$ cat src/verilog/haptic_pkg.sv
// Constants, field layouts and carrier types of the haptic drive control block
package haptic_pkg;

	// Control register: soft reset, standby and operating-mode field
	localparam int          CTRL_RESET_BIT   = 7;
	localparam int          CTRL_STANDBY_BIT = 6;
	localparam logic [2:0]  MODE_PLAY        = 3'h5;
	localparam logic [2:0]  MODE_CAL         = 3'h7;
	localparam logic [2:0]  MODE_RST         = 3'h0;
	localparam logic        STANDBY_RST      = 1'b1;

	// Start values written by the host to the trigger and programming registers
	localparam logic [7:0]  GO_START         = 8'h01;
	localparam logic [7:0]  OTP_START        = 8'h01;

	// Loop control register (bidirectional, open-loop enables, input format)
	localparam int          LOOP_BIDIR_BIT   = 7;
	localparam int          LOOP_MASS_OL_BIT = 5;
	localparam int          LOOP_FMT_BIT     = 3;
	localparam int          LOOP_RES_OL_BIT  = 0;
	localparam logic [7:0]  LOOP_RST         = 8'h80;

	// Feedback control register fields
	localparam int          FB_TYPE_BIT      = 7;
	localparam int          FB_FACTOR_LSB    = 4;
	localparam int          FB_GAIN_LSB      = 2;
	localparam int          FB_BEMF_GAIN_LSB = 0;

	// Calibration and real-time amplitude register reset values
	localparam logic [7:0]  RATED_RST        = 8'h3E;
	localparam logic [7:0]  CLAMP_RST        = 8'h8C;
	localparam logic [7:0]  COMP_RST         = 8'h0C;
	localparam logic [7:0]  BEMF_RST         = 8'h6C;
	localparam logic [7:0]  FBCTL_RST        = 8'h36;
	localparam logic [7:0]  AMP_RST          = 8'h00;

	localparam logic [7:0]  MID_SCALE        = 8'h80;

	// Calibration run time
	localparam int          CLK_MHZ          = 50;
	localparam int          CAL_TIME_US      = 1000;
	localparam int          CAL_CYCLES       = CAL_TIME_US * CLK_MHZ;

	// Calibration registers in ascending address order
	typedef struct packed {
		logic [7:0] rated;
		logic [7:0] clamp;
		logic [7:0] comp;
		logic [7:0] bemf;
		logic [7:0] fbctl;
	} cal_cfg_t;

	// Drive command towards the output stage
	typedef struct packed {
		logic [7:0] mag;
		logic       neg;
		logic       phase_flip;
		logic       level_adjust;
		logic       freq_track;
	} drive_t;

endpackage

$ cat src/verilog/otp_store.sv
// One-time programmable copy of the calibration registers
`timescale 1ns/1ps
module otp_store
	import haptic_pkg::*;
(
	input  wire logic     core_clk,
	input  wire logic     nv_clear_n,
	input  wire logic     program_req,
	input  wire cal_cfg_t prog_data,
	output logic          programmed_ff,
	output cal_cfg_t      stored_ff
);

	// Cleared only at manufacture; core resets leave the contents alone
	always_ff @(posedge core_clk or negedge nv_clear_n) begin
		if (!nv_clear_n) begin
			programmed_ff <= 1'b0;
		end else if (program_req) begin
			programmed_ff <= 1'b1;
		end
	end

	// A second programming request is refused once the fuses are blown
	always_ff @(posedge core_clk or negedge nv_clear_n) begin
		if (!nv_clear_n) begin
			stored_ff <= '0;
		end else if (program_req && !programmed_ff) begin
			stored_ff <= prog_data;
		end
	end

endmodule

$ cat src/verilog/cal_engine.sv
// Auto-calibration sequencer: timed measurement and result computation
`timescale 1ns/1ps
module cal_engine
	import haptic_pkg::*;
#(
	parameter int CYCLES = CAL_CYCLES
)(
	input  wire logic       core_clk,
	input  wire logic       arst_n,
	input  wire logic       start,
	input  wire logic [7:0] rated,
	input  wire logic [7:0] bemf_measure,
	output logic            busy_ff,
	output logic            done_ff,
	output logic            fault_ff,
	output logic [7:0]      comp_ff,
	output logic [7:0]      bemf_ff
);

	initial begin
		if (CYCLES < 2) $error("cal_engine: CYCLES must be at least 2");
	end

	logic [31:0] cnt_ff;
	logic        last;

	assign last = busy_ff && (cnt_ff == 32'(CYCLES - 1));

	always_ff @(posedge core_clk or negedge arst_n) begin
		if (!arst_n) begin
			busy_ff <= 1'b0;
			cnt_ff  <= '0;
		end else if (start && !busy_ff) begin
			busy_ff <= 1'b1;
			cnt_ff  <= '0;
		end else if (last) begin
			busy_ff <= 1'b0;
		end else if (busy_ff) begin
			cnt_ff <= cnt_ff + 32'd1;
		end
	end

	// Results and fault are presented together with the one-cycle done pulse
	always_ff @(posedge core_clk or negedge arst_n) begin
		if (!arst_n) begin
			done_ff  <= 1'b0;
			fault_ff <= 1'b0;
			comp_ff  <= '0;
			bemf_ff  <= '0;
		end else begin
			done_ff <= last;
			if (last) begin
				fault_ff <= (bemf_measure == 8'h00);
				bemf_ff  <= bemf_measure;
				comp_ff  <= (rated > bemf_measure) ? rated - bemf_measure : 8'h00;
			end
		end
	end

endmodule

$ cat src/verilog/haptic_ctrl.sv
// Haptic drive control: modes, calibration, nonvolatile copy and playback mapping
`timescale 1ns/1ps
module haptic_ctrl
	import haptic_pkg::*;
#(
	parameter int CAL_CYCLES_P = CAL_CYCLES
)(
	input  wire logic       core_clk,
	input  wire logic       arst_n,
	input  wire logic       nv_clear_n,
	input  wire logic       ctrl_wr,
	input  wire logic [7:0] ctrl_wdata,
	input  wire logic       go_wr,
	input  wire logic [7:0] go_wdata,
	input  wire logic       otp_wr,
	input  wire logic [7:0] otp_wdata,
	input  wire logic       loop_wr,
	input  wire logic [7:0] loop_wdata,
	input  wire logic       rt_wr,
	input  wire logic [7:0] realtime_amplitude_value,
	input  wire logic       cfg_wr,
	input  wire cal_cfg_t   cfg_wdata,
	input  wire logic       enable_pin,
	input  wire logic       overdrive_req_pin,
	input  wire logic       brake_req_pin,
	input  wire logic [7:0] bemf_measure,
	output cal_cfg_t        cfg_rd,
	output logic [2:0]      mode_rd,
	output logic            standby_rd,
	output logic [7:0]      loop_rd,
	output logic            go_rd,
	output logic            diagnostic_fault_flag,
	output logic            otp_status,
	output drive_t          drive
);

	initial begin
		if (CAL_CYCLES_P < 2) $error("haptic_ctrl: CAL_CYCLES_P must be at least 2");
	end

	////////////////////////////////////////////////////////////////////////////
	// Pin synchronisers: three flops, a change counts when stages two and three agree

	localparam int NPIN = 3;
	logic [NPIN-1:0] pin_raw;
	logic [NPIN-1:0] pin_filt;

	assign pin_raw = {brake_req_pin, overdrive_req_pin, enable_pin};

	for (genvar i = 0; i < NPIN; i++) begin : g_sync
		logic s1_ff, s2_ff, s3_ff, filt_ff;
		always_ff @(posedge core_clk or negedge arst_n) begin
			if (!arst_n) begin
				s1_ff   <= 1'b0;
				s2_ff   <= 1'b0;
				s3_ff   <= 1'b0;
				filt_ff <= 1'b0;
			end else begin
				s1_ff <= pin_raw[i];
				s2_ff <= s1_ff;
				s3_ff <= s2_ff;
				if (s2_ff == s3_ff) begin
					filt_ff <= s3_ff;
				end
			end
		end
		assign pin_filt[i] = filt_ff;
	end

	logic en_s, od_s, brk_s;
	assign en_s  = pin_filt[0];
	assign od_s  = pin_filt[1];
	assign brk_s = pin_filt[2];

	////////////////////////////////////////////////////////////////////////////
	// Control, loop and real-time registers

	logic        soft_rst, standby_ff;
	logic [2:0]  mode_ff;
	logic [7:0]  loop_ff, amp_ff;
	assign soft_rst = ctrl_wr && ctrl_wdata[CTRL_RESET_BIT];

	always_ff @(posedge core_clk or negedge arst_n) begin
		if (!arst_n) begin
			mode_ff    <= MODE_RST;
			standby_ff <= STANDBY_RST;
		end else if (soft_rst) begin
			mode_ff    <= MODE_RST;
			standby_ff <= STANDBY_RST;
		end else if (ctrl_wr) begin
			mode_ff    <= ctrl_wdata[2:0];
			standby_ff <= ctrl_wdata[CTRL_STANDBY_BIT];
		end
	end

	// Bidirectional closed loop is the power-up default
	always_ff @(posedge core_clk or negedge arst_n) begin
		if (!arst_n) begin
			loop_ff <= LOOP_RST;
		end else if (soft_rst) begin
			loop_ff <= LOOP_RST;
		end else if (loop_wr) begin
			loop_ff <= loop_wdata;
		end
	end

	always_ff @(posedge core_clk or negedge arst_n) begin
		if (!arst_n) begin
			amp_ff <= AMP_RST;
		end else if (rt_wr) begin
			amp_ff <= realtime_amplitude_value;
		end
	end

	////////////////////////////////////////////////////////////////////////////
	// Calibration trigger and engine

	logic       go_ff, diag_ff, cal_start, active;
	logic       cal_busy, cal_done, cal_fault;
	logic [7:0] cal_comp, cal_bemf;
	assign active    = !standby_ff && en_s;
	assign cal_start = go_wr && go_wdata == GO_START && mode_ff == MODE_CAL && active && !go_ff;

	always_ff @(posedge core_clk or negedge arst_n) begin
		if (!arst_n) begin
			go_ff <= 1'b0;
		end else if (soft_rst) begin
			go_ff <= 1'b0;
		end else if (cal_start) begin
			go_ff <= 1'b1;
		end else if (cal_done) begin
			go_ff <= 1'b0;
		end
	end

	always_ff @(posedge core_clk or negedge arst_n) begin
		if (!arst_n) begin
			diag_ff <= 1'b0;
		end else if (soft_rst) begin
			diag_ff <= 1'b0;
		end else if (cal_done) begin
			diag_ff <= cal_fault;
		end
	end

	cal_engine #(
		.CYCLES       (CAL_CYCLES_P)
	) u_cal (
		.core_clk     (core_clk),
		.arst_n       (arst_n),
		.start        (cal_start),
		.rated        (cfg_rd.rated),
		.bemf_measure (bemf_measure),
		.busy_ff      (cal_busy),
		.done_ff      (cal_done),
		.fault_ff     (cal_fault),
		.comp_ff      (cal_comp),
		.bemf_ff      (cal_bemf)
	);

	////////////////////////////////////////////////////////////////////////////
	// Calibration registers and nonvolatile copy

	cal_cfg_t cfg_ff, otp_data;
	logic     otp_done, reload_ff, calibrated_ff, is_resonant;
	assign is_resonant = cfg_ff.fbctl[FB_TYPE_BIT];

	otp_store u_otp (
		.core_clk      (core_clk),
		.nv_clear_n    (nv_clear_n),
		.program_req   (otp_wr && otp_wdata == OTP_START),
		.prog_data     (cfg_ff),
		.programmed_ff (otp_done),
		.stored_ff     (otp_data)
	);

	// Reload from the programmed copy one cycle after either reset
	always_ff @(posedge core_clk or negedge arst_n) begin
		if (!arst_n) begin
			reload_ff <= 1'b1;
		end else begin
			reload_ff <= soft_rst;
		end
	end

	// Standby and the enable pin never touch these registers
	always_ff @(posedge core_clk or negedge arst_n) begin
		if (!arst_n) begin
			cfg_ff <= '{RATED_RST, CLAMP_RST, COMP_RST, BEMF_RST, FBCTL_RST};
		end else if (reload_ff) begin
			if (otp_done) begin
				cfg_ff <= otp_data;
			end else begin
				cfg_ff <= '{RATED_RST, CLAMP_RST, COMP_RST, BEMF_RST, FBCTL_RST};
			end
		end else if (cal_done) begin
			cfg_ff.comp <= cal_comp;
			cfg_ff.bemf <= cal_bemf;
		end else if (cfg_wr) begin
			cfg_ff <= cfg_wdata;
		end
	end

	always_ff @(posedge core_clk or negedge arst_n) begin
		if (!arst_n) begin
			calibrated_ff <= 1'b0;
		end else if (cal_done) begin
			calibrated_ff <= !cal_fault;
		end else if (reload_ff) begin
			calibrated_ff <= otp_done;
		end
	end

	////////////////////////////////////////////////////////////////////////////
	// Playback mapping

	logic              closed_loop, fmt_unsigned, neg_raw;
	logic signed [8:0] sval;
	logic [7:0]        ucode, smag, mag_raw, mag_lim;
	logic [15:0]       prod_ol, prod_uni, prod_bi;
	assign fmt_unsigned = loop_ff[LOOP_FMT_BIT];
	// Open-loop enable that matters depends on the selected actuator type
	assign closed_loop = is_resonant ? !loop_ff[LOOP_RES_OL_BIT] : !loop_ff[LOOP_MASS_OL_BIT];

	always_comb begin
		// Signed value relative to mid-scale
		if (fmt_unsigned) begin
			sval = $signed({1'b0, amp_ff}) - $signed({1'b0, MID_SCALE});
		end else begin
			sval = $signed({amp_ff[7], amp_ff});
		end
		ucode    = fmt_unsigned ? amp_ff : amp_ff ^ MID_SCALE;
		smag     = sval[8] ? 8'(-sval) : sval[7:0];
		prod_ol  = 16'(smag) * 16'(cfg_ff.clamp);
		prod_uni = 16'(ucode) * 16'(cfg_ff.rated);
		prod_bi  = 16'(smag) * 16'(cfg_ff.rated);
		mag_raw  = 8'h00;
		neg_raw  = 1'b0;
		if (!closed_loop) begin
			mag_raw = prod_ol[14:7];
			neg_raw = sval[8];
		end else if (loop_ff[LOOP_BIDIR_BIT]) begin
			mag_raw = sval[8] ? 8'h00 : prod_bi[14:7];
		end else begin
			mag_raw = prod_uni[15:8];
		end
		if (closed_loop && brk_s) begin
			mag_raw = cfg_ff.clamp;
			neg_raw = 1'b1;
		end else if (closed_loop && od_s) begin
			mag_raw = cfg_ff.clamp;
		end
		mag_lim = (mag_raw > cfg_ff.clamp) ? cfg_ff.clamp : mag_raw;
	end

	drive_t drive_ff;
	logic   playing;

	assign playing = active && mode_ff == MODE_PLAY;

	always_ff @(posedge core_clk or negedge arst_n) begin
		if (!arst_n) begin
			drive_ff <= '0;
		end else if (playing) begin
			drive_ff.mag          <= mag_lim;
			drive_ff.neg          <= neg_raw && !is_resonant;
			drive_ff.phase_flip   <= neg_raw && is_resonant;
			drive_ff.level_adjust <= closed_loop && calibrated_ff;
			drive_ff.freq_track   <= closed_loop && calibrated_ff && is_resonant;
		end else begin
			drive_ff <= '0;
		end
	end

	assign drive                 = drive_ff;
	assign cfg_rd                = cfg_ff;
	assign mode_rd               = mode_ff;
	assign standby_rd            = standby_ff;
	assign loop_rd               = loop_ff;
	assign go_rd                 = go_ff;
	assign diagnostic_fault_flag = diag_ff;
	assign otp_status            = otp_done;
endmodule

$ cat config.mk
export PLATFORM = sky130hd
export DESIGN_NAME = haptic_ctrl
export DESIGN_NICKNAME = d
export VERILOG_FILES = /design/src/verilog/haptic_pkg.sv /design/src/verilog/otp_store.sv /design/src/verilog/cal_engine.sv /design/src/verilog/haptic_ctrl.sv
export SDC_FILE = /design/constraint.sdc
export NUM_CORES = 1
export LEC_CHECK = 0
export ABC_CLOCK_PERIOD_IN_PS = 15840
export BUFFER_PORTS_ARGS = -buffer_cell sky130_fd_sc_hd__buf_2
export CAP_MARGIN = 20
export CORE_MARGIN = 2
export CORE_UTILIZATION = 40
export CTS_CLUSTER_DIAMETER = 40
export CTS_CLUSTER_SIZE = 40
export DETAILED_ROUTE_END_ITERATION = 10
export GPL_TIMING_DRIVEN = 0
export HOLD_SLACK_MARGIN = 0.08
export PLACE_DENSITY = 0.69
export SETUP_SLACK_MARGIN = 0.4
export SYNTH_ARGS = -nofsm -noshare
export SYNTH_HDL_FRONTEND = slang
export SYNTH_HIERARCHICAL = 1
export SYNTH_SLANG_ARGS = --single-unit
$ cat constraint.sdc
create_clock -name core_clk -period 15.84 [get_ports core_clk]
set_input_delay 0.792 -clock core_clk [delete_from_list [all_inputs] [get_ports core_clk]]
set_output_delay 0.792 -clock core_clk [all_outputs]
set_load 0.005 [all_outputs]
# Yosys cells after proc, flatten, opt, wreduce, memory -nomap -nowiden
# Index checks and enable logic that the tools add are counted.
[classes]
addsub = 4
n_mul = 3
order_cmp = 2
n_eq_ne = 10
n_mux = 38
bitwise_logic = 1
reduce_logical = 37
[op_table]
columns = ["op", "n"]
rows = [
  ["40-bit two-way mux", 3],
  ["32-bit two-way mux", 3],
  ["8-bit two-way mux", 12],
  ["32-bit by 1-bit adder with 32-bit output, second input constant", 1],
  ["32-bit by 16-bit equality test with 1-bit output, second input constant", 1],
  ["16-bit two-way mux", 2],
  ["8-bit by 8-bit multiplier with 15-bit output", 2],
  ["1-bit logical AND", 17],
  ["8-bit by 1-bit equality test with 1-bit output, second input constant", 2],
  ["8-bit > comparator", 2],
  ["8-bit by 8-bit multiplier with 16-bit output", 1],
  ["1-bit two-way mux", 14],
  ["2-bit nonzero test", 7],
  ["12-bit two-way mux", 1],
  ["9-bit two-way mux", 1],
  ["8-bit by 8-bit subtractor with 9-bit output, second input constant", 1],
  ["1-bit zero test", 8],
  ["8-bit zero test", 1],
  ["8-bit negator", 1],
  ["8-bit subtractor", 1],
  ["3-bit equality test, second input constant", 2],
  ["3-bit two-way mux", 2],
  ["3-bit nonzero test", 2],
  ["2-bit != test, second input constant", 2],
  ["3 further kinds", 6],
]
[word_totals]
register_bits = 180
inputBits = 100
wordCells = 137

# Depth between registers and ports, before layout
# Gate-level depths: netlist (run 1).
[logic_depth]
word_depth = 13
mapped_depth = 34

# Cells and area by module
# The synthesis (run 1) kept the hierarchy.
[by_module_without_submodules]
columns = ["mod", "n_inst", "cells_per_inst", "area_per_inst_um2", "seq_area_each_um2"]
rows = [
  ["haptic_ctrl", 1, 1122, 9902.0, 2228.4],
  ["cal_engine", 1, 289, 2750.1, 1276.2],
  ["otp_store", 1, 87, 1562.7, 1026.0],
]

# Worst setup path after synthesis (run 1)
# Ideal clock, no wire load.
[synth_path]
path_type = "flip-flop to flip-flop"
start = "register loop_ff[3] (netlist: loop_rd[3])"
end = "register drive_ff, in the netlist drive[6]"
arrival_time_ns = 7.338
t_required_ns = 15.711
setup_slack_ns = 8.373
stages_incl_launch_ff = 30
n_path_buf = 2
synth_period_minus_slack_ns = 7.467
cell_sequence = "dfrtp_1 -> xnor2_1 -> clkbuf_1 -> nor2_1 -> xnor2_1 -> clkbuf_1 -> nand2b_1 -> fa_1 -> fa_1 -> inv_1 -> fa_1 -> inv_1 -> fa_1 -> inv_1 -> ha_1 -> nand2_1 -> o21ai_0 -> a211o_1 -> o31a_1 -> a221o_1 -> xnor2_1 -> o22ai_1 -> a211o_1 -> ha_1 -> a21o_1 -> a21o_1 -> o21ai_0 -> o21ai_0 -> a222oi_1 -> nor2_1"
[synth_between]
elab_chain_len = 12
word_cells_on_any_way = 15
classes_between = "add/sub: 1; mul: 3; order compare: 1; mux: 10"
[synth_rtl]
columns = ["item", "line", "text"]
rows = [
  ["start: declaration", "haptic_ctrl.sv:80", "logic [7:0] loop_ff, amp_ff;"],
  ["start signal: assignment", "haptic_ctrl.sv:103", "loop_ff <= loop_wdata;"],
  ["9-bit two-way mux", "haptic_ctrl.sv:227", "if (fmt_unsigned) begin"],
  ["8-bit negator", "haptic_ctrl.sv:233", "smag = sval[8] ? 8'(-sval) : sval[7:0];"],
  ["8-bit two-way mux", "haptic_ctrl.sv:233", ""],
  ["8-bit by 8-bit multiplier with 15-bit output", "haptic_ctrl.sv:236", "prod_bi = 16'(smag) * 16'(cfg_ff.rated);"],
  ["8-bit two-way mux", "haptic_ctrl.sv:243", "mag_raw = sval[8] ? 8'h00 : prod_bi[14:7];"],
  ["8-bit two-way mux", "haptic_ctrl.sv:242", "end else if (loop_ff[LOOP_BIDIR_BIT]) begin"],
  ["8-bit two-way mux *", "haptic_ctrl.sv:239", "if (!closed_loop) begin"],
  ["8-bit two-way mux *", "haptic_ctrl.sv:250", "end else if (closed_loop && od_s) begin"],
  ["8-bit two-way mux *", "haptic_ctrl.sv:247", "if (closed_loop && brk_s) begin"],
  ["8-bit > comparator", "haptic_ctrl.sv:253", "mag_lim = (mag_raw > cfg_ff.clamp) ? cfg_ff.clamp : mag_raw;"],
  ["8-bit two-way mux *", "haptic_ctrl.sv:253", ""],
  ["12-bit two-way mux *", "haptic_ctrl.sv:264", "end else if (playing) begin"],
  ["end: declaration", "haptic_ctrl.sv:256", "drive_t drive_ff;"],
]
# Mark *: on every way between the ends. The rest lies on a longest branch, timed or not.
# A chain may end at the register's enable or synchronous reset.

# Worst setup path in the final report (run 1)
[layout_path]
start = "register amp_ff[0]"
end = "register drive_ff, in the netlist drive[11]"
[layout_between]
elab_chain_len = 13
word_cells_on_any_way = 16
classes_between = "add/sub: 2; mul: 3; order compare: 1; mux: 10"
[layout_rtl]
columns = ["item", "line", "text"]
rows = [
  ["start: declaration", "haptic_ctrl.sv:80", ""],
  ["start signal: assignment", "haptic_ctrl.sv:111", "amp_ff <= realtime_amplitude_value;"],
  ["8-bit by 8-bit subtractor with 9-bit output", "haptic_ctrl.sv:228", "sval = $signed({1'b0, amp_ff}) - $signed({1'b0, MID_SCALE});"],
  ["9-bit two-way mux", "haptic_ctrl.sv:227", ""],
  ["8-bit negator", "haptic_ctrl.sv:233", ""],
  ["8-bit two-way mux", "haptic_ctrl.sv:233", ""],
  ["8-bit by 8-bit multiplier with 15-bit output", "haptic_ctrl.sv:236", ""],
  ["8-bit two-way mux", "haptic_ctrl.sv:243", ""],
  ["8-bit two-way mux", "haptic_ctrl.sv:242", ""],
  ["8-bit two-way mux *", "haptic_ctrl.sv:239", ""],
  ["8-bit two-way mux *", "haptic_ctrl.sv:250", ""],
  ["8-bit two-way mux *", "haptic_ctrl.sv:247", ""],
  ["8-bit > comparator", "haptic_ctrl.sv:253", ""],
  ["8-bit two-way mux *", "haptic_ctrl.sv:253", ""],
  ["12-bit two-way mux *", "haptic_ctrl.sv:264", ""],
]
# Marks and branches as above.

==> results.toml, run 1 <==
[global_routing]
grt_start_max_net_pins = 75
first_global_vias = 11900
grt_use_total_pct = 22.5
total_congestion_overflow = 0
grt_pass1_wl_um = 64000
grt_antenna_before_repair = 3

[min_path]
timing.hold.worst.class = "flop to flop"
min_delay_worst_endpoint = "g_sync[0].s2_ff"
worstHoldStart = "g_sync[0].s1_ff"
hold_path_depth = 0

[floorplanning]
coreArea_sq_um = 35300
ioPinCount = 167
die_w_um = 193
floorplan.die_area_sq_um = 37100
row_count = 69
die_height_um = 193
floorplan.initialDensity_pct = 40.3

[logic_synthesis]
synthesis.instances = 1498
synth_edf_count = 0
async_reset_ff_share_pct = 100
synth_top_family_by_area = "adder cells"
avgSynthCellArea_sq_um = 9.49
synthTopCellsByCount = "sky130_fd_sc_hd__inv_1, sky130_fd_sc_hd__dfrtp_1, sky130_fd_sc_hd__nand2_1"
mappedNetlistArea_sq_um = 14200
synth.area.top_cells = "sky130_fd_sc_hd__dfrtp_1, sky130_fd_sc_hd__fa_1, sky130_fd_sc_hd__ha_1"
post_synth_xor_area_fraction_pct = 3.57
synth_simple_gate_area_share_pct = 16.2
ys_seq_area_share_pct = 31.9
synthesis.nets = 1815
synth_ff_type = "sky130_fd_sc_hd__dfrtp_1"
synth_largest_area_cell = "sky130_fd_sc_hd__dfrtp_1"
synth.most_common_cell = "sky130_fd_sc_hd__inv_1"
adder_cell_share_of_the_synthesized_area_pct = 24.8
synth_top_cell_area_share_pct = 28.0
synthDistinctLibCells = 69
synth.yosys.warnings = 6
synth_mux_area_share_pct = 6.22
post_synthesis_compound_gate_area_fraction_pct = 10.4
ys_ff_latch = 180

[sta]
fin_worst_skew_ns = 0.0390
layout_worst_path_cycle_share_pct = 58.0
max_transition_viols_final = 0
rsz0062_at_grt = "false"
timing.final.hold_violations = 0
timing.final.setup_violations = 0
max_frequency_ghz = 0.109
relSlewSlack_pct = 28.8
worst_pin_slew_ns = 1.06
fin_crit_ns = 9.18
setup-tns-final_ns = 0
hold_slack_ns = 0.345

[clock_tree]
cts_tree = "built"
cts_repair_resize_count = 0
numCtsBuffers = 17
post_cts_buffers = 0
clock_sinks = 180
clkLatencyLatePin_ns = 0.47
clk_path_buf_depth = 2
clk_pin_slew_ns = 0.11
clk_root_buffer_cell = "sky130_fd_sc_hd__clkbuf_16"
htreeDepth = 4
cts-hold-fix-buffers = 0

[critical_path]
endpoint_kind = "flop"
critical_path_buf_inv_count = 7
worstSetupPathDepth = 30
startpoint_type_of_the_worst_setup_path = "flop"
setup.worst_path.class = "flop to flop"
path_delay_family = "adder cells"
delay_contributed_by_the_slowest_stage_of_the_critical_path_ns = 0.55
rr_worst_depth = 30
critical_path.most_common_cell = "sky130_fd_sc_hd__fa_1"
crit_path_max_fanout = 10
crit_path_top_delay_cell = "sky130_fd_sc_hd__fa_1"
timing.critical_path.arrival_ns = 9.51
worst-r2r-setup-slack_ns = 6.66
crit_required_ns = 16.17
worst_flop_to_flop_path_endpoint = "drive[11]"
critical_path.reg2reg.startpoint = "amp_ff[0]"

[drt]
drt-pass1-iter-count = 5
drt-total-wl_um = 40400
drt_iter0_drc = 680
routed_wire_length_per_instance_um = 18.7
avgViaCountPerCell = 5.39
antenna_violating_nets_post_route = 0
drcViolationCount = 0
vias = 11600

[placed_design]
place.port_buffers = 161
hpwl_after_detailed_placement_um = 30700
final_weighted_congestion_in_routability_driven_placement = 0.927

[cells_and_area]
finish.net_count = 1997
drive_gt1_share_pct = 17.5
multi_input_area_sq_um = 8700
num-fill-cells = 3348
ff_latch_area_sq_um = 4530
flow.area_growth_from_synthesis_pct = 14.5

[power_and_ir_drop]
p_sw_uw = 1200
power.share.sequential_pct = 20.5
power_per_cell_area_nw_per_um2 = 156
clock_power_share_pct = 18.4
swShare_pct = 47.0
power_leakage_uw = 0.00805
internal-power_uw = 1350
power.combinational.fraction_pct = 61.1
p_total_uw = 2540
worst_ir_drop_vdd_mv = 0.131

[run]
max_cap_viol_count = 0

[outcome]
status = "finished, final reports clean"
-- routing by layer --
metal  share of wire, %  track usage (%)  up-vias
li1                   -                -     5339
met1                 42             29.3     5824
met2                 48             36.8      385
met3                7.2             5.09       74
met4                3.2             8.04        4
met5              0.064                0        -
-- worst max-delay path by stage --
stage                from         to
5_1_grt         amp_ff[0]  drive[11]
4_1_cts         amp_ff[0]  drive[11]
2_1_floorplan  loop_rd[3]   drive[6]
3_3_place_gp    amp_ff[0]  drive[11]
3_5_place_dp    amp_ff[0]  drive[11]
6_report        amp_ff[0]  drive[11]
-- stage by stage --
stage / cells / util [%] / cell area [sq um] / setup WS [ns]
floorplan: 1498 / - / 14200 / 8.37
global placement: 2120 / 44.2 / 15600 / 6.84
detailed placement: 2122 / 44.3 / 15600 / 6.84
CTS: 2154 / 46.1 / 16300 / 6.81
global route: 2155 / 46.1 / 16300 / 5.96
finish: 2155 / 46.1 / 16300 / 6.66
-- final cells by class --
class / instances / area share [%]
plain buffers: 61 / 1.71
diodes: 1 / 0.0154
clock buffers: 17 / 2.61
well taps: 461 / 3.54
multi-input cells: 1069 / 53.4
inverters: 188 / 4.33
clock inverters: 15 / 1.32
flip-flops and latches: 180 / 27.8
repair buffers: 163 / 5.19
-- state kept, by name, summed over array words and instances (netlist names), 3 cells and up --
name             count
g_sync.s3_ff         3
g_sync.s1_ff         3
amp_ff               8
u_cal/comp_ff        8
u_cal/cnt_ff        32
mode_rd              3
cfg_rd              40
u_cal/bemf_ff        8
g_sync.s2_ff         3
u_otp/stored_ff     40
loop_rd              8
drive               12
-- power by group through the flow --
stage | combinational (uW) | sequential [uW] | clock, uW
after floorplan | 1150 | 515 | 0
after global placement | 1480 | 528 | 0
after detailed placement | 1530 | 529 | 0
after CTS | 1550 | 520 | 472
after global routing | 1790 | 524 | 488
final | 1550 | 521 | 467
-- worst reg2reg max path: cells and delay by family (launching register included) --
family	cells	cell delay (ns)
AO/OA/AOI/OAI	11	2.80
XOR/XNOR	2	0.53
adder cells (fa/ha/maj)	7	3.04
buffers and inverters	7	1.90
flip-flops	1	0.35
AND/OR/NAND/NOR	3	0.44
-- logic make-up after synthesis --
kind of cell	after synthesis
AOI/OAI and AO/OA	240
muxes	80
DFF	180
xor gates and xnor gates	58
adders and majority gates	220
and+or+nand+nor	471
buffers and inverters	249
-- placed cells by master (no fill, tap or decap), drive strengths merged, types with 3 or more instances in the layout --
cell / netlist / final
and3: 10 / 10
a22o: 9 / 9
o31ai: 4 / 4
mux2: 55 / 55
a31oi: 10 / 10
buf: 3 / 166
a2111oi: 3 / 3
and4: 3 / 3
a21oi: 53 / 53
inv: 187 / 195
a211oi: 5 / 5
a221oi: 6 / 6
nand2b: 12 / 12
nor2: 104 / 104
dfstp: 21 / 21
o21ai: 91 / 91
a21o: 9 / 9
and2: 73 / 73
fa: 104 / 104
nor3: 15 / 15
o21bai: 5 / 5
a211o: 3 / 3
clkinv: 1 / 8
o22ai: 21 / 21
o21a: 3 / 3
nor4: 13 / 13
nor4b: 3 / 3
nor3b: 3 / 3
maj3: 3 / 3
nand4: 12 / 12
nand3: 34 / 34
clkbuf: 58 / 75
xnor2: 36 / 36
nand2: 158 / 158
mux2i: 25 / 25
o211ai: 5 / 5
xor2: 22 / 22
nor2b: 20 / 20
dfrtp: 159 / 159
ha: 113 / 113
Note: power is estimated with default switching activity, not from simulation.
==> run 2: changes to the inputs <==
--- a/config.mk
+++ b/config.mk
@@ -5,7 +5,8 @@
 export SDC_FILE = /design/constraint.sdc
 export NUM_CORES = 1
 export LEC_CHECK = 0
-export ABC_CLOCK_PERIOD_IN_PS = 15840
+export ABC_AREA = 1
+export ABC_CLOCK_PERIOD_IN_PS = 8300
 export BUFFER_PORTS_ARGS = -buffer_cell sky130_fd_sc_hd__buf_2
 export CAP_MARGIN = 20
 export CORE_MARGIN = 2
@@ -15,7 +16,7 @@
 export DETAILED_ROUTE_END_ITERATION = 10
 export GPL_TIMING_DRIVEN = 0
 export HOLD_SLACK_MARGIN = 0.08
-export PLACE_DENSITY = 0.69
+export PLACE_DENSITY = 0.71
 export SETUP_SLACK_MARGIN = 0.4
 export SYNTH_ARGS = -nofsm -noshare
 export SYNTH_HDL_FRONTEND = slang
==> constraint.sdc (replaced) <==
create_clock -name core_clk -period 8.3 [get_ports core_clk]
set_input_delay 0.415 -clock core_clk [delete_from_list [all_inputs] [get_ports core_clk]]
set_output_delay 0.415 -clock core_clk [all_outputs]
set_load 0.005 [all_outputs]
==> results.toml, run 2 <==
[outcome]
status = "finished, final reports clean"

[clock_tree]
clkLatencyLatePin_ns = 0.45
post_cts_buffers = 0
clk_root_buffer_cell = "sky130_fd_sc_hd__clkbuf_16"
numCtsBuffers = 17
cts_tree = "built"
clk_path_buf_depth = 2
clock_sinks = 180
htreeDepth = 4
clk_pin_slew_ns = 0.08

[critical_path]
crit_path_top_delay_cell = "sky130_fd_sc_hd__fa_1"
delay_contributed_by_the_slowest_stage_of_the_critical_path_ns = 0.55
timing.critical_path.arrival_ns = 7.67
critical_path.most_common_cell = "sky130_fd_sc_hd__nand2_1"
setup.worst_path.class = "flop to flop"
startpoint_type_of_the_worst_setup_path = "flop"
worst-r2r-setup-slack_ns = 0.98
crit_required_ns = 8.65
crit_path_max_fanout = 10
endpoint_kind = "flop"
path_delay_family = "adder cells"
critical_path_buf_inv_count = 11

[logic_synthesis]
ys_seq_area_share_pct = 28.7
synth.yosys.warnings = 6
avgSynthCellArea_sq_um = 7.38
synth_edf_count = 0
synthesis.nets = 2458
ys_ff_latch = 180
synth_largest_area_cell = "sky130_fd_sc_hd__dfrtp_1"
async_reset_ff_share_pct = 100
synth_ff_type = "sky130_fd_sc_hd__dfrtp_1"
synth_top_cell_area_share_pct = 25.2
synth.most_common_cell = "sky130_fd_sc_hd__nand2_1"
synthDistinctLibCells = 55
synthTopCellsByCount = "sky130_fd_sc_hd__nand2_1, sky130_fd_sc_hd__inv_1, sky130_fd_sc_hd__nor2_1"
synthesis.instances = 2141
synth.area.top_cells = "sky130_fd_sc_hd__dfrtp_1, sky130_fd_sc_hd__nand2_1, sky130_fd_sc_hd__fa_1"
mappedNetlistArea_sq_um = 15800

[sta]
fin_crit_ns = 7.32
worst_pin_slew_ns = 0.951
max_transition_viols_final = 0
relSlewSlack_pct = 36.6
fin_worst_skew_ns = 0.0147
setup-tns-final_ns = 0
layout_worst_path_cycle_share_pct = 88.2
rsz0062_at_grt = "false"
timing.final.hold_violations = 0
worst_slack_ns = 0.983
timing.final.setup_violations = 0
max_frequency_ghz = 0.137

[cells_and_area]
finish.cell_count_without_fillers = 2862
finish.net_count = 2645
flow.area_growth_from_synthesis_pct = 13.8
layout_commonest_cell = "sky130_fd_sc_hd__nand2_1"
most_used_cells_in_the_layout_excluding_fill_and_tap_cells = "sky130_fd_sc_hd__nand2_1, sky130_fd_sc_hd__inv_1, sky130_fd_sc_hd__nor2_1, sky130_fd_sc_hd__buf_2, sky130_fd_sc_hd__dfrtp_1"
layout.cell_area.non_filler_sq_um = 18000
num-fill-cells = 3856
drive_gt1_share_pct = 13.4

[global_routing]
grt_pass1_wl_um = 78000
grt_start_max_net_pins = 96
grt_use_total_pct = 24.1
grt_antenna_before_repair = 2
total_congestion_overflow = 0
first_global_vias = 14900

[drt]
drt-pass1-iter-count = 6
vias = 14900
drt-total-wl_um = 48300
avgViaCountPerCell = 5.21
routed_wire_length_per_instance_um = 16.9
drcViolationCount = 0
antenna_violating_nets_post_route = 0
drt_iter0_drc = 1267

[placed_design]
hpwl_after_detailed_placement_um = 37900
dpl.cell_count = 2823
final_weighted_congestion_in_routability_driven_placement = 0.954
total_cell_area_at_the_placement_stage_sq_um = 17300
placement.setup.worst_slack_ns = 0.735
place.port_buffers = 162

[floorplanning]
row_count = 72
die_w_um = 203
floorplan.die_area_sq_um = 41100
die_height_um = 203
coreArea_sq_um = 38800
ioPinCount = 167
floorplan.initialDensity_pct = 40.7

[power_and_ir_drop]
power_per_cell_area_nw_per_um2 = 256
p_total_uw = 4600
power_leakage_uw = 0.00974
worst_ir_drop_vdd_mv = 0.170

[min_path]
timing.hold.worst.class = "input port to asynchronous set/reset pin"

[run]
max_cap_viol_count = 0
-- run 2: area by class of cell --
type                            count  area, sq um  area share [%]
Sequential cell                   180         4530            25.2
Inverter                          336         1280            7.10
Antenna cell                        3         7.51          0.0418
Tap cell                          518          648            3.60
Clock buffer                       22          464            2.58
Buffer                             73          462            2.57
Timing Repair Buffer              168          892            4.96
Clock inverter                     10          139           0.772
Multi-Input combinational cell   1552         9560            53.2
-- run 2: worst register-to-register path: cells and delay by family (launching register included) --
family                   cells  cell delay, ns
buffers and inverters       11            1.42
AO/OA/AOI/OAI                7            0.98
XOR/XNOR                     1            0.23
flip-flops                   1            0.44
AND/OR/NAND/NOR             13            1.40
adder cells (fa/ha/maj)      6            2.74
-- run 2: worst paths after layout --
path,from,endpoint,cells after the start
setup / recovery,loop_rd[3],drive[10],38
hold / removal,nv_clear_n,u_otp/stored_ff[14],1
setup reg to reg,loop_rd[3],drive[10],38
hold reg to reg,g_sync[0].s1_ff,g_sync[0].s2_ff,0
max in group asynchronous,arst_n,cfg_rd[5],3
min in group core_clk,realtime_amplitude_value[0],amp_ff[0],3
-- run 2: per-layer routing --
layer	track usage, %	part of all wire (%)	up-vias
li1	-	-	7084
met1	32.4	43	7151
met2	38.9	46	576
met3	3.66	7.4	97
met4	9.72	3.5	0
met5	0	0	-
-- run 2: per-stage QoR --
step	hold WS [ns]	utilization (%)
final	0.116	46.3
after global routing	0.177	46.3
after CTS	0.129	46.2
after detailed placement	0.336	44.6
after global placement	0.332	44.4
after floorplan	0.119	-
-- run 2: what timing repair did --
item,4_1_cts,5_1_grt
resized for setup,0,10
setup endpoints to repair,0,8
hold buffers,4,0
endpoints found under the hold margin,45,0
-- run 2: power by group --
part | internal [uW] | total, uW | switching [uW] | leakage [uW]
sequential | 931 | 989 | 58.6 | 0.00218
combinational | 1000 | 2760 | 1760 | 0.00727
clock | 470 | 850 | 380 | 0.000293
-- run 2: logic make-up after synthesis --
kind of cell	share of synthesized area [%]
compound gates	7.33
xor+xnor	1.21
fa+ha+maj	22.3
buf+inv	11.0
flops	28.7
simple gates	29.5
